<file path="src/flash_ctl_pkg.sv">
`default_nettype none
package flash_ctl_pkg;

   // **************
   // Array geometry
   // **************
   localparam int ADDR_W     = 24;
   localparam int BYTE_W     = 8;
   localparam int PAGE_BYTES = 256;
   localparam int PAGE_IDX_W = 8;
   localparam int SECT_IDX_W = 16;
   // Lowest pages that the protect pin locks
   localparam int PROT_PAGES = 256;
   localparam logic [BYTE_W-1:0] BYTE_ERASED = 8'hFF;

   // **************
   // Frame layout
   // **************
   // Command plus three address bytes
   localparam logic [2:0] HDR_BYTES  = 3'h4;
   localparam logic [2:0] ONE_BYTE   = 3'h1;
   localparam logic [2:0] LAST_BIT   = 3'h7;

   // **************
   // Command codes
   // **************
   localparam logic [7:0] CMD_WREN = 8'h06;
   localparam logic [7:0] CMD_WRDI = 8'h04;
   localparam logic [7:0] CMD_STATUS_READ_CMD = 8'h05;
   localparam logic [7:0] CMD_PW   = 8'h0A;
   localparam logic [7:0] CMD_PP   = 8'h02;
   localparam logic [7:0] CMD_PE   = 8'hDB;
   localparam logic [7:0] CMD_SE   = 8'hD8;
   localparam logic [7:0] CMD_DPD  = 8'hB9;
   localparam logic [7:0] CMD_RDPD = 8'hAB;

   // **************
   // Status byte fields
   // **************
   localparam int STAT_BUSY_BIT = 0;
   localparam int STAT_WEL_BIT  = 1;

   // **************
   // Cycle counts at reset defaults
   // **************
   localparam int unsigned DEF_PUW_CYCLES = 1000;
   localparam int unsigned DEF_PW_CYCLES  = 1000;
   localparam int unsigned DEF_PP_CYCLES  = 100;
   localparam int unsigned DEF_PE_CYCLES  = 900;
   localparam int unsigned DEF_SE_CYCLES  = 2000;

   // **************
   // Types
   // **************
   typedef enum logic [3:0] {
      CYC_IDLE  = 4'b0001,
      CYC_FILL  = 4'b0010,
      CYC_WAIT  = 4'b0100,
      CYC_WRITE = 4'b1000
   } cycle_state_t;

   typedef enum logic [1:0] {
      OP_PW = 2'h0,
      OP_PP = 2'h1,
      OP_PE = 2'h2,
      OP_SE = 2'h3
   } op_t;

   typedef struct packed {
      logic [ADDR_W-1:0] addr;
      logic [BYTE_W-1:0] wdata;
      logic              wr;
      logic              rd;
   } mem_req_t;

   typedef struct packed {
      logic busy;
      logic write_latch;
      logic deep_pd;
      logic active;
   } flash_status_t;

   localparam mem_req_t      MEM_REQ_RST = '0;
   localparam flash_status_t STATUS_RST  = '0;

endpackage
`default_nettype wire

</file>
<file path="src/pin_sync.sv">
`timescale 1ns/1ps
`default_nettype none
module pin_sync #(
   parameter int W = 1
) (
   // Clock and reset
   input  wire logic         clk_i,
   input  wire logic         rst_i,
   input  wire logic         ce_i,
   // Raw pins and synchronised view
   input  wire logic [W-1:0] d_i,
   output logic      [W-1:0] q_o,
   output logic      [W-1:0] rise_o,
   output logic      [W-1:0] fall_o
);

   logic [W-1:0] stage1;
   logic [W-1:0] stage2;
   logic [W-1:0] stage3;

   // Two flops per pin; third feeds edges only
   always_ff @(posedge clk_i) begin
      if (rst_i) begin
         stage1 <= '1;
         stage2 <= '1;
         stage3 <= '1;
      end else if (ce_i) begin
         stage1 <= d_i;
         stage2 <= stage1;
         stage3 <= stage2;
      end
   end

   // Edges seen in the same cycle as the level
   assign q_o    = stage2;
   assign rise_o = stage2 & ~stage3;
   assign fall_o = ~stage2 & stage3;

endmodule
`default_nettype wire

</file>
<file path="src/page_buffer.sv">
`timescale 1ns/1ps
`default_nettype none
module page_buffer
   import flash_ctl_pkg::*;
#(
   parameter int DEPTH = PAGE_BYTES,
   parameter int IDX_W = PAGE_IDX_W
) (
   // Clock and reset
   input  wire logic              clk_i,
   input  wire logic              rst_i,
   input  wire logic              ce_i,
   // Write side
   input  wire logic              clear_i,
   input  wire logic              wr_i,
   input  wire logic              mark_i,
   input  wire logic [IDX_W-1:0]  wr_idx_i,
   input  wire logic [BYTE_W-1:0] wr_data_i,
   // Read side
   input  wire logic [IDX_W-1:0]  rd_idx_i,
   output logic      [BYTE_W-1:0] rd_data_o,
   output logic                   rd_mark_o
);

   logic [BYTE_W-1:0] data [DEPTH];
   logic [DEPTH-1:0]  mark;

   // One byte slot with its supplied marker per entry
   for (genvar g = 0; g < DEPTH; g++) begin : g_slot
      always_ff @(posedge clk_i) begin
         if (rst_i) begin
            data[g] <= BYTE_ERASED;
            mark[g] <= 1'b0;
         end else if (ce_i) begin
            if (clear_i) begin
               data[g] <= BYTE_ERASED;
               mark[g] <= 1'b0;
            end else if (wr_i && wr_idx_i == IDX_W'(g)) begin
               data[g] <= wr_data_i;
               if (mark_i) begin
                  mark[g] <= 1'b1;
               end
            end
         end
      end
   end

   // Unregistered read for the sequencer
   assign rd_data_o = data[rd_idx_i];
   assign rd_mark_o = mark[rd_idx_i];

endmodule
`default_nettype wire

</file>
<file path="src/serial_flash_write_protect_control.sv">
// Behaviour
// [RULE1] Host sends enable, then program frame
// [RULE2] At most one page per frame
// [RULE3] Host frames command, address, data bytes
// [RULE4] Data bytes land from low address
// [RULE5] Deselect starts cycle, gaps filled from page
// [RULE6] Page write erases then programs page
// [RULE7] Page program only clears bits
// [RULE8] Host should group bytes in one frame
// [RULE9] Busy flag readable for polling
// [RULE10] Host holds reset low during power-on
// [RULE11] Active while selected or cycling
// [RULE12] Power-down entered and left by command
// [RULE13] Power-down ignores all modifying commands
// [RULE14] Status read returns status bits
// [RULE15] Power-up delay blocks modification
// [RULE16] Modifying commands need whole bytes
// [RULE17] Write latch must be set first
// [RULE18] Latch cleared by reset and completions
// [RULE19] Protect pin locks lowest pages
// [RULE20] Reset pin freezes and resets logic
// [RULE21] Sample on rising, drive on falling
// [RULE22] Output driven only while selected
// [RULE23] Misframed control commands rejected
// [RULE24] Busy one during cycle, else zero
// [RULE25] Bytes travel most significant first
// [RULE26] Array commands ignored while busy
// [RULE27] Protected target rejects modification
`timescale 1ns/1ps
`default_nettype none
module serial_flash_write_protect_control #(
   parameter int unsigned PUW_CYCLES = flash_ctl_pkg::DEF_PUW_CYCLES,
   parameter int unsigned PW_CYCLES  = flash_ctl_pkg::DEF_PW_CYCLES,
   parameter int unsigned PP_CYCLES  = flash_ctl_pkg::DEF_PP_CYCLES,
   parameter int unsigned PE_CYCLES  = flash_ctl_pkg::DEF_PE_CYCLES,
   parameter int unsigned SE_CYCLES  = flash_ctl_pkg::DEF_SE_CYCLES
) (
   // Clock, reset, enable
   input  wire logic                        core_clk_i,
   input  wire logic                        reset_i,
   input  wire logic                        ce_i,
   // Serial link pins
   input  wire logic                        sclk_i,
   input  wire logic                        select_n_i,
   input  wire logic                        serial_in_i,
   output logic                             serial_out_o,
   output logic                             serial_out_oe_o,
   // Control pins
   input  wire logic                        hw_reset_n_i,
   input  wire logic                        write_protect_n_i,
   // Array port, read data one cycle after rd
   output flash_ctl_pkg::mem_req_t          mem_req_o,
   input  wire logic [flash_ctl_pkg::BYTE_W-1:0] mem_rdata_i,
   // Device state
   output flash_ctl_pkg::flash_status_t     status_o
);
   import flash_ctl_pkg::*;

   // ***********************************************
   // Pin synchronisers
   // ***********************************************
   logic [2:0] link_q;
   logic [2:0] link_rise;
   logic [2:0] link_fall;
   logic [1:0] ctl_q;

   pin_sync #(.W(3)) u_link_sync (
      .clk_i  (core_clk_i),
      .rst_i  (reset_i),
      .ce_i   (ce_i),
      .d_i    ({sclk_i, select_n_i, serial_in_i}),
      .q_o    (link_q),
      .rise_o (link_rise),
      .fall_o (link_fall)
   );

   pin_sync #(.W(2)) u_ctl_sync (
      .clk_i  (core_clk_i),
      .rst_i  (reset_i),
      .ce_i   (ce_i),
      .d_i    ({hw_reset_n_i, write_protect_n_i}),
      .q_o    (ctl_q),
      .rise_o (),
      .fall_o ()
   );

   logic sclk_rise;
   logic sclk_fall;
   logic sel_n;
   logic sel_fall;
   logic sel_rise;
   logic din;
   logic rst;
   logic wp_n;

   assign sclk_rise = link_rise[2];
   assign sclk_fall = link_fall[2];
   assign sel_n     = link_q[1];
   assign sel_fall  = link_fall[1];
   assign sel_rise  = link_rise[1];
   assign din       = link_q[0];
   // Reset pin low holds every flop outside the pin synchronisers in its reset value
   assign rst       = reset_i | ~ctl_q[1]; // [RULE20]
   assign wp_n      = ctl_q[0];

   // ***********************************************
   // Shared state
   // ***********************************************
   logic [2:0]        bit_cnt;
   logic [2:0]        byte_cnt;
   logic [6:0]        shift_in;
   logic [7:0]        cmd;
   logic [ADDR_W-1:0] addr;
   logic [7:0]        data_off;
   logic              got_data;
   logic              write_latch_flag;
   logic              busy_flag;
   logic              deep_pd;
   logic              puw_done;
   logic [31:0]       puw_cnt;
   cycle_state_t      state;
   op_t               op;
   logic [ADDR_W-1:0] base;
   logic [15:0]       cnt;
   logic [1:0]        phase;
   logic [31:0]       timer;
   logic [7:0]        tx;

   logic [7:0]        rx_byte;
   logic              byte_end;
   logic [BYTE_W-1:0] buf_rd;
   logic              buf_mark;

   assign rx_byte  = {shift_in, din};
   assign byte_end = ce_i & ~sel_n & sclk_rise & (bit_cnt == LAST_BIT);

   // ***********************************************
   // Frame receiver
   // ***********************************************
   // Rising edges only
   always_ff @(posedge core_clk_i) begin
      if (rst) begin
         bit_cnt  <= '0;
         byte_cnt <= '0;
         shift_in <= '0;
         cmd      <= '0;
         addr     <= '0;
         data_off <= '0;
         got_data <= 1'b0;
      end else if (ce_i) begin
         if (sel_fall) begin
            bit_cnt  <= '0;
            byte_cnt <= '0;
            cmd      <= '0;
            data_off <= '0;
            got_data <= 1'b0;
         end else if (!sel_n && sclk_rise) begin // [RULE21]
            shift_in <= rx_byte[6:0]; // [RULE25]
            bit_cnt  <= bit_cnt + 3'h1;
            if (bit_cnt == LAST_BIT) begin
               case (byte_cnt)
                  3'h0:    cmd          <= rx_byte;
                  3'h1:    addr[23:16]  <= rx_byte;
                  3'h2:    addr[15:8]   <= rx_byte;
                  3'h3:    addr[7:0]    <= rx_byte;
                  default: begin
                     got_data <= 1'b1;
                     // Wraps inside the page past its end
                     data_off <= data_off + 8'h01; // [RULE2]
                  end
               endcase
               if (byte_cnt != HDR_BYTES) begin
                  byte_cnt <= byte_cnt + 3'h1;
               end
            end
         end
      end
   end

   // ***********************************************
   // Command qualification at deselect
   // ***********************************************
   logic framed;
   logic one_byte;
   logic protected_hit;
   logic may_modify;
   logic wren_ok;
   logic wrdi_ok;
   logic dpd_ok;
   logic rdpd_ok;
   logic start_ok;
   op_t  start_op;
   logic cycle_done;

   // Partial byte at deselect rejects the command
   assign framed   = ce_i & sel_rise & (bit_cnt == 3'h0); // [RULE16] [RULE23]
   assign one_byte = framed & (byte_cnt == ONE_BYTE);
   // Lowest pages locked while the pin is low
   assign protected_hit = ~wp_n
      & (addr[ADDR_W-1:PAGE_IDX_W] < (ADDR_W-PAGE_IDX_W)'(PROT_PAGES)); // [RULE19]
   assign may_modify = framed & write_latch_flag & ~busy_flag // [RULE17] [RULE26]
      & ~deep_pd & puw_done & ~protected_hit; // [RULE13] [RULE15] [RULE27]

   assign wren_ok = one_byte & (cmd == CMD_WREN) & ~deep_pd;
   assign wrdi_ok = one_byte & (cmd == CMD_WRDI) & ~deep_pd;
   assign dpd_ok  = one_byte & (cmd == CMD_DPD) & ~busy_flag;
   assign rdpd_ok = one_byte & (cmd == CMD_RDPD);

   // Programs need data; erases end at address
   always_comb begin
      start_ok = 1'b0;
      start_op = OP_PW;
      case (cmd)
         CMD_PW: begin
            start_ok = may_modify & got_data; // [RULE1]
            start_op = OP_PW;
         end
         CMD_PP: begin
            start_ok = may_modify & got_data;
            start_op = OP_PP;
         end
         CMD_PE: begin
            start_ok = may_modify & (byte_cnt == HDR_BYTES) & ~got_data;
            start_op = OP_PE;
         end
         CMD_SE: begin
            start_ok = may_modify & (byte_cnt == HDR_BYTES) & ~got_data;
            start_op = OP_SE;
         end
         default: begin
            start_ok = 1'b0;
            start_op = OP_PW;
         end
      endcase
   end

   // ***********************************************
   // Write latch and power-down mode
   // ***********************************************
   // Set beats same-cycle completion
   always_ff @(posedge core_clk_i) begin
      if (rst) begin
         write_latch_flag <= 1'b0; // [RULE18]
      end else if (ce_i) begin
         if (wren_ok) begin
            write_latch_flag <= 1'b1;
         end else if (wrdi_ok || cycle_done) begin
            write_latch_flag <= 1'b0; // [RULE18]
         end
      end
   end

   always_ff @(posedge core_clk_i) begin
      if (rst) begin
         deep_pd <= 1'b0;
      end else if (ce_i) begin
         if (dpd_ok) begin
            deep_pd <= 1'b1; // [RULE12]
         end else if (rdpd_ok) begin
            deep_pd <= 1'b0; // [RULE12]
         end
      end
   end

   // Modification locked until the power-up delay runs out
   always_ff @(posedge core_clk_i) begin
      if (rst) begin
         puw_cnt  <= '0;
         puw_done <= 1'b0;
      end else if (ce_i && !puw_done) begin
         puw_cnt <= puw_cnt + 32'h1;
         if (puw_cnt >= 32'(PUW_CYCLES) - 32'h1) begin
            puw_done <= 1'b1; // [RULE15]
         end
      end
   end

   // ***********************************************
   // Page buffer
   // ***********************************************
   logic              host_wr;
   logic              fill_wr;
   logic [7:0]        buf_wr_idx;
   logic [BYTE_W-1:0] buf_wr_data;
   logic [BYTE_W-1:0] merged;
   logic              buf_clear;
   logic              load_cmd;

   assign load_cmd  = (cmd == CMD_PW) | (cmd == CMD_PP);
   // Buffer owned by a running cycle, so loads are ignored while busy
   assign buf_clear = byte_end & (byte_cnt == 3'h0) & ~busy_flag
      & ((rx_byte == CMD_PW) | (rx_byte == CMD_PP));
   assign host_wr   = byte_end & (byte_cnt == HDR_BYTES) & load_cmd
      & ~busy_flag & ~deep_pd;
   assign fill_wr   = ce_i & (state == CYC_FILL) & (phase == 2'h2);
   // Program only pulls ones to zero
   assign merged    = buf_mark ? ((op == OP_PP) ? (buf_rd & mem_rdata_i) : buf_rd)
                               : mem_rdata_i; // [RULE5] [RULE7]
   assign buf_wr_idx  = host_wr ? (addr[7:0] + data_off) : cnt[7:0]; // [RULE4]
   assign buf_wr_data = host_wr ? rx_byte : merged;

   page_buffer u_buf (
      .clk_i     (core_clk_i),
      .rst_i     (rst),
      .ce_i      (ce_i),
      .clear_i   (buf_clear),
      .wr_i      (host_wr | fill_wr),
      .mark_i    (host_wr),
      .wr_idx_i  (buf_wr_idx),
      .wr_data_i (buf_wr_data),
      .rd_idx_i  (cnt[7:0]),
      .rd_data_o (buf_rd),
      .rd_mark_o (buf_mark)
   );

   // ***********************************************
   // Internal cycle sequencer
   // ***********************************************
   logic [31:0] wait_cycles;
   logic        last_byte;

   always_comb begin
      case (op)
         OP_PW:   wait_cycles = 32'(PW_CYCLES);
         OP_PP:   wait_cycles = 32'(PP_CYCLES);
         OP_PE:   wait_cycles = 32'(PE_CYCLES);
         default: wait_cycles = 32'(SE_CYCLES);
      endcase
   end

   assign last_byte  = (op == OP_SE) ? (cnt == 16'hFFFF) : (cnt[7:0] == 8'hFF);
   assign cycle_done = ce_i & (state == CYC_WRITE) & last_byte;

   // Erase time is served in the wait, then one write pass
   // stores the erased-and-programmed result
   always_ff @(posedge core_clk_i) begin
      if (rst) begin
         state     <= CYC_IDLE;
         op        <= OP_PW;
         base      <= '0;
         cnt       <= '0;
         phase     <= '0;
         timer     <= '0;
         busy_flag <= 1'b0;
         mem_req_o <= MEM_REQ_RST;
      end else if (ce_i) begin
         case (state)
            CYC_IDLE: begin
               mem_req_o.wr <= 1'b0;
               if (start_ok) begin
                  op        <= start_op;
                  base      <= addr;
                  cnt       <= '0;
                  phase     <= '0;
                  timer     <= '0;
                  busy_flag <= 1'b1; // [RULE24] [RULE9]
                  state     <= (start_op == OP_PW || start_op == OP_PP)
                               ? CYC_FILL : CYC_WAIT; // [RULE5]
               end
            end
            CYC_FILL: begin
               // Issue, hold, capture one page byte
               case (phase)
                  2'h0: begin
                     mem_req_o.rd   <= 1'b1;
                     mem_req_o.addr <= {base[ADDR_W-1:PAGE_IDX_W], cnt[7:0]};
                     phase          <= 2'h1;
                  end
                  2'h1: begin
                     mem_req_o.rd <= 1'b0;
                     phase        <= 2'h2;
                  end
                  default: begin
                     phase <= 2'h0;
                     cnt   <= cnt + 16'h1;
                     if (cnt[7:0] == 8'hFF) begin
                        cnt   <= '0;
                        state <= CYC_WAIT;
                     end
                  end
               endcase
            end
            CYC_WAIT: begin
               timer <= timer + 32'h1;
               if (timer >= wait_cycles - 32'h1) begin
                  cnt   <= '0;
                  state <= CYC_WRITE;
               end
            end
            CYC_WRITE: begin
               mem_req_o.wr    <= 1'b1;
               mem_req_o.wdata <= (op == OP_PE || op == OP_SE)
                                  ? BYTE_ERASED : buf_rd; // [RULE6]
               mem_req_o.addr  <= (op == OP_SE)
                  ? {base[ADDR_W-1:SECT_IDX_W], cnt}
                  : {base[ADDR_W-1:PAGE_IDX_W], cnt[7:0]};
               cnt <= cnt + 16'h1;
               if (last_byte) begin
                  busy_flag <= 1'b0; // [RULE24]
                  state     <= CYC_IDLE;
               end
            end
            default: begin
               state <= CYC_IDLE;
            end
         endcase
      end
   end

   // ***********************************************
   // Status output on the link
   // ***********************************************
   logic       reading;
   logic [7:0] status_byte;

   always_comb begin
      status_byte                = '0;
      status_byte[STAT_BUSY_BIT] = busy_flag;
      status_byte[STAT_WEL_BIT]  = write_latch_flag;
   end

   // Status repeats every byte for continuous polling
   assign reading = ~sel_n & (cmd == CMD_STATUS_READ_CMD) & (byte_cnt != 3'h0) & ~deep_pd; // [RULE14]

   always_ff @(posedge core_clk_i) begin
      if (rst) begin
         tx              <= '0;
         serial_out_o    <= 1'b0;
         serial_out_oe_o <= 1'b0;
      end else if (ce_i) begin
         serial_out_oe_o <= reading; // [RULE22]
         if (sclk_fall && reading) begin // [RULE21]
            if (bit_cnt == 3'h0) begin
               serial_out_o <= status_byte[7]; // [RULE25]
               tx           <= {status_byte[6:0], 1'b0};
            end else begin
               serial_out_o <= tx[7];
               tx           <= {tx[6:0], 1'b0};
            end
         end
      end
   end

   // ***********************************************
   // Device state outputs
   // ***********************************************
   always_ff @(posedge core_clk_i) begin
      if (rst) begin
         status_o <= STATUS_RST;
      end else if (ce_i) begin
         status_o.busy        <= busy_flag;
         status_o.write_latch <= write_latch_flag;
         status_o.deep_pd     <= deep_pd;
         status_o.active      <= ~sel_n | busy_flag; // [RULE11]
      end
   end

endmodule
`default_nettype wire

</file>
<file path="config.mk">
export PLATFORM = sky130hd
export DESIGN_NAME = serial_flash_write_protect_control
export DESIGN_NICKNAME = d
export VERILOG_FILES = /design/src/flash_ctl_pkg.sv /design/src/pin_sync.sv /design/src/page_buffer.sv /design/src/serial_flash_write_protect_control.sv
export SDC_FILE = /design/constraint.sdc
export NUM_CORES = 2
export LEC_CHECK = 0
export BUFFER_PORTS_ARGS = -buffer_cell sky130_fd_sc_hd__buf_2
export CORE_MARGIN = 1
export CORE_UTILIZATION = 64
export CTS_CLUSTER_DIAMETER = 80
export DETAILED_ROUTE_END_ITERATION = 8
export GPL_TIMING_DRIVEN = 0
export PLACE_DENSITY_LB_ADDON = 0.3
export SLEW_MARGIN = 20
export SYNTH_ARGS = -nofsm -noshare
export SYNTH_HDL_FRONTEND = slang
export SYNTH_SLANG_ARGS = --single-unit
export TNS_END_PERCENT = 50
</file>
<file path="constraint.sdc">
create_clock -name core_clk_i -period 4.5 [get_ports core_clk_i]
set_clock_uncertainty 0.15 [all_clocks]
set_input_delay 0 -clock core_clk_i [delete_from_list [all_inputs] [get_ports core_clk_i]]
set_output_delay 0 -clock core_clk_i [all_outputs]
set_load 0.01 [all_outputs]
</file>
==> flow_metrics.tcl, run 1 <==
set metrics [dict create \
    outcome "stopped before the end" \
    haltStage "global routing" \
    tool.error "[ERROR GRT-0232] Routing congestion too high. Check the congestion heatmap in the GUI." \
    synth_area_leaders "edfxtp_1 53%, mux4_2 11%, nand3_1 9.3%" \
    ys_seq_area_share_pct 61.7 \
    ioPinCount 56 \
    syn_avg_cell_area_um2 13.1 \
    synth_top_area_share_pct 53.2 \
    ys_async_sr_fraction_pct 0 \
    synth_edf_count 2048 \
    fp.dieW_um 427 \
    grt_max_degree 17 \
    fp-row-count 155 \
    cts.sinks 2533 \
    clk_root_buffer_cell "clkbuf_16" \
    initial_utilization_pct 64.6 \
    die_y_um 427 \
    cts_max_path_buffers 4 \
    portBuffers 54 \
    synthesis.area_um2 116000 \
    grt_use_total_pct 81.4 \
    ys_ff_latch 2533 \
    syn_nets 8870 \
    grt.overflow.total 208 \
    routabilityCongestion 1.22 \
    cts_buffers 279 \
    hpwl_um 427000 \
    netlist_instances 8817 \
    synth_top_area_cell "edfxtp_1" \
    synth_flop_cell "edfxtp_1" \
    ys_warn_count 0 \
    yosys.cell_types.count 89 \
    htree_levels 5 \
]
kinds of logic after synthesis:
family / synth area share, %
flops: 61.7
compound gates: 4.52
fa+ha+maj: 0.407
buf+inv: 3.95
mux: 13.6
simple gates: 15.4
xor+xnor: 0.523
other cells: 0.00325
metal layers:
metal	GRT overflow	GRT usage (%)
met2	102	92.2
met5	1	51.9
met4	78	77.9
met1	13	81.3
met3	14	73.5
per-stage QoR:
step | cells | worst slack (ns) | setup TNS, ns | area, um^2
after floorplan | 8817 | 0.695 | 0 | 116000
after global placement | 11200 | -4.78 | - | 119000
after detailed placement | 11400 | -3.57 | -7742.36 | 123000
after CTS | 12200 | -0.161 | -45.25 | 140000
Yosys cell counts, drive strengths merged (26+ instances only):
cell type     n
o22ai        36
a211oi       26
nor2b        35
nor2        688
a21oi       358
and3         27
nand2       237
a22oi        71
inv          29
ha           36
buf         432
o21ai       213
mux2i       251
nor3        159
nand4        27
xor2         56
mux4        573
clkbuf      457
edfxtp     2048
nand2b      117
nand3      2140
dfxtp       485
what timing repair did:
item | CTS
hold buffers | 27
gates cloned | 5
resized for setup | 1247
pin swaps | 127
hold endpoints to repair | 2118
setup buffers | 221
setup endpoints to repair | 4294
==> run 2: changes to the inputs <==
Settings changed: CORE_UTILIZATION 64 to 40, CTS_CLUSTER_DIAMETER 80 to not set, PLACE_DENSITY_LB_ADDON 0.3 to 0.15.
==> run 2 against run 1 <==
The flow now finishes, with violations (DRC, setup timing). Area after synthesis unchanged. Synthesized cell count unchanged.
==> flow_metrics.tcl, run 2 <==
set metrics [dict create \
    fp-row-count 196 \
    ir_drop_mv 0.297 \
    yosys.cell_types.count 89 \
    fp.dieW_um 539 \
    outcome "complete, but fails checks" \
    most-common-layout-cells "2048 x edfxtp_1, 2038 x nand3_1, 573 x mux4_2, 566 x buf_4, 537 x nor2_1" \
    vias 98600 \
    synth_flop_cell "edfxtp_1" \
    violations "DRC, setup timing" \
    combinationalPowerShare_pct 5.0 \
    synth_area_leaders "edfxtp_1 53%, mux4_2 11%, nand3_1 9.3%" \
    dpl_cell_area_um2 124000 \
    max_cap_violations 0 \
    critPathKind "flop to flop" \
    leakagePower_nw 41.5 \
    top_register "u_buf.data" \
    clkTransAtPathRegs_ns 0.06 \
    ys_async_sr_fraction_pct 0 \
    critPathRequiredTime_ns 5.03 \
    initial_utilization_pct 40.4 \
    htree_levels 5 \
    antenna_left 0 \
    final.setup.tns_ns -343.69 \
    synthesis.area_um2 116000 \
    yosysMostFrequentCell "nand3_1" \
    tightest_slew_ns 1.38 \
    setup_viol 1978 \
    ioPinCount 56 \
    portBuffers 54 \
    post-route-cell-area_um2 149000 \
    min_period_ns 4.97 \
    syn_avg_cell_area_um2 13.1 \
    clkLatencyLatePin_ns 0.96 \
    syn_nets 8870 \
    top_regs "u_buf.data: 2048 flops, u_buf.mark: 256 flops, mem_req_o: 34 flops" \
    die_y_um 539 \
    synth_top_area_share_pct 53.2 \
    report.final.slew_viol_count 0 \
    ys_ff_latch 2533 \
    cts_max_path_buffers 4 \
    cts_tree "yes" \
    final_nets 10000 \
    core_region_area_um2 286000 \
    slew_headroom_pct 8.23 \
    area.growth.synth_to_final_pct 29.3 \
    synth_common_cells "2140 x nand3_1, 2048 x edfxtp_1, 681 x nor2_1" \
    via_per_inst 7.05 \
    p_per_area_nw_per_um2 350 \
    cts_buffers 291 \
    largest_register_ffs 2048 \
    synth_edf_count 2048 \
    highest_layer "met5" \
    grt_pass1_wl_um 862000 \
    dr_wl_met2_um 266000 \
    synth_top_area_cell "edfxtp_1" \
    pwr-share-seq_pct 48.5 \
    m1WireLength_um 229000 \
    dieArea_um2 291000 \
    power.share.clock_pct 46.5 \
    netlist_instances 8817 \
    grt.overflow.total 0 \
    cts.sinks 2533 \
    ys_seq_area_share_pct 61.7 \
    cp_max_fo 15 \
    firstDrtPassIters 9 \
    hold_viol_final 0 \
    wl_per_cell_um 48.6 \
    postLayoutCoreUtil_pct 52.2 \
    p_int_mw 39.7 \
    drc 31 \
    hpwl_um 476000 \
    antenna_found_initial 50 \
    grt_use_total_pct 45.2 \
    ys_warn_count 0 \
    routed_wl_um 680000 \
    clk_root_buffer_cell "clkbuf_16" \
    dr_wl_met3_um 116000 \
    grt_max_degree 14 \
    routabilityCongestion 1.09 \
    drt_iter0_drc 18600 \
    arrival_ns 5.50 \
    hold_path_class "input pin to flop" \
    fin_crit_sh_pct 110 \
    endpoint_kind "flop" \
    p_sw_mw 12.4 \
    rsz0062_at_grt "true" \
    swShare_pct 23.8 \
    fmax_mhz 201 \
    grt_pass1_vias 89600 \
    layout_commonest_cell "edfxtp_1" \
    setup_ws_ns -0.472 \
    worstSetupStartpointType "flop" \
    drive_gt1_share_pct 32.7 \
]
## run 2: cell counts after synthesis
No cell type changed its count.
## run 2: path summary, 6_finish.rpt
check,from,endpoint,slack [ns],depth (start not counted)
setup reg to reg,flop,u_buf.data[113][2],-0.47,17
hold / removal,reset_i,u_link_sync.stage3[1],0.12,5
setup / recovery,flop,u_buf.data[113][2],-0.47,17
hold reg to reg,u_ctl_sync.stage1[0],u_ctl_sync.q_o[0],0.29,1
## run 2: area by class of cell
| cell class | count | area (um^2) |
|---|---|---|
| Clock buffer | 370 | 7930 |
| Timing Repair Buffer | 860 | 9910 |
| Multi-Input combinational cell | 5366 | 45100 |
| Tap cell | 3762 | 4710 |
| Sequential cell | 2533 | 71200 |
| Inverter | 29 | 128 |
| Fill cell | 24200 | 137000 |
| Buffer | 880 | 8830 |
| Clock inverter | 150 | 1400 |
| Antenna cell | 44 | 110 |
## run 2: worst max-delay path, stage by stage, from the launching register on
cell and delay (ns):
dfxtp_4 0.44, buf_12 0.18, buf_16 0.22, buf_8 0.39, buf_6 0.38, mux2i_4 0.47, a22oi_2 0.17, a41oi_4 0.44
o32ai_4 0.25, o311ai_4 0.15, buf_12 0.20, a21oi_4 0.07, o21ai_4 0.11, buf_12 0.26, buf_16 0.26, buf_6 0.15
clkbuf_16 0.13, nand3_1 0.08
## run 2: layer usage
metal | GRT usage (%) | vias to the layer above
li1 | - | 36400
met1 | 53.3 | 50200
met2 | 60.5 | 9530
met3 | 24.7 | 2408
met4 | 34.5 | 67
met5 | 4.83 | -
## run 2: logic make-up (layout without fill, tap and decap cells)
group / count (synthesis) / count (layout) / synth area share [%]
other: 1 / 45 / 0.00325
AND/OR/NAND/NOR: 3546 / 3546 / 15.4
XOR/XNOR: 69 / 69 / 0.523
multiplexers: 849 / 849 / 13.6
buffers and inverters: 918 / 2289 / 3.95
AO/OA/AOI/OAI: 864 / 864 / 4.52
adder cells (fa/ha/maj): 37 / 37 / 0.407
flip-flops: 2533 / 2533 / 61.7
## run 2: per-stage QoR
stage	worst slack, ns	cells	hold slack, ns	total power [mW]
4_1_cts	-0.240	13700	0.0501	51.6
5_1_grt	-0.183	14000	0.207	52.8
2_1_floorplan	0.695	8817	-0.0514	26.7
3_5_place_dp	-4.22	12800	0.0658	27.9
3_3_place_gp	-6.02	12600	0.0566	27.7
6_report	-0.472	14000	0.115	52.2
## run 2: repair_timing
action	in CTS	in global routing
gates cloned	7	30
setup endpoints to repair	4303	4142
buffers inserted	290	239
hold buffers	27	0
hold endpoints to repair	2082	0
resized for setup	1331	819
pin swaps	134	118
## run 2: power groups by stage
stage	registers (mW)	logic [mW]	clock network [mW]
2_1_floorplan	25.8	0.881	0
3_3_place_gp	25.9	1.86	0
3_5_place_dp	25.8	2.04	0
4_1_cts	25.3	2.21	24.1
5_1_grt	25.3	2.57	24.9
6_report	25.3	2.62	24.2
(Power assumes the default switching activity.)
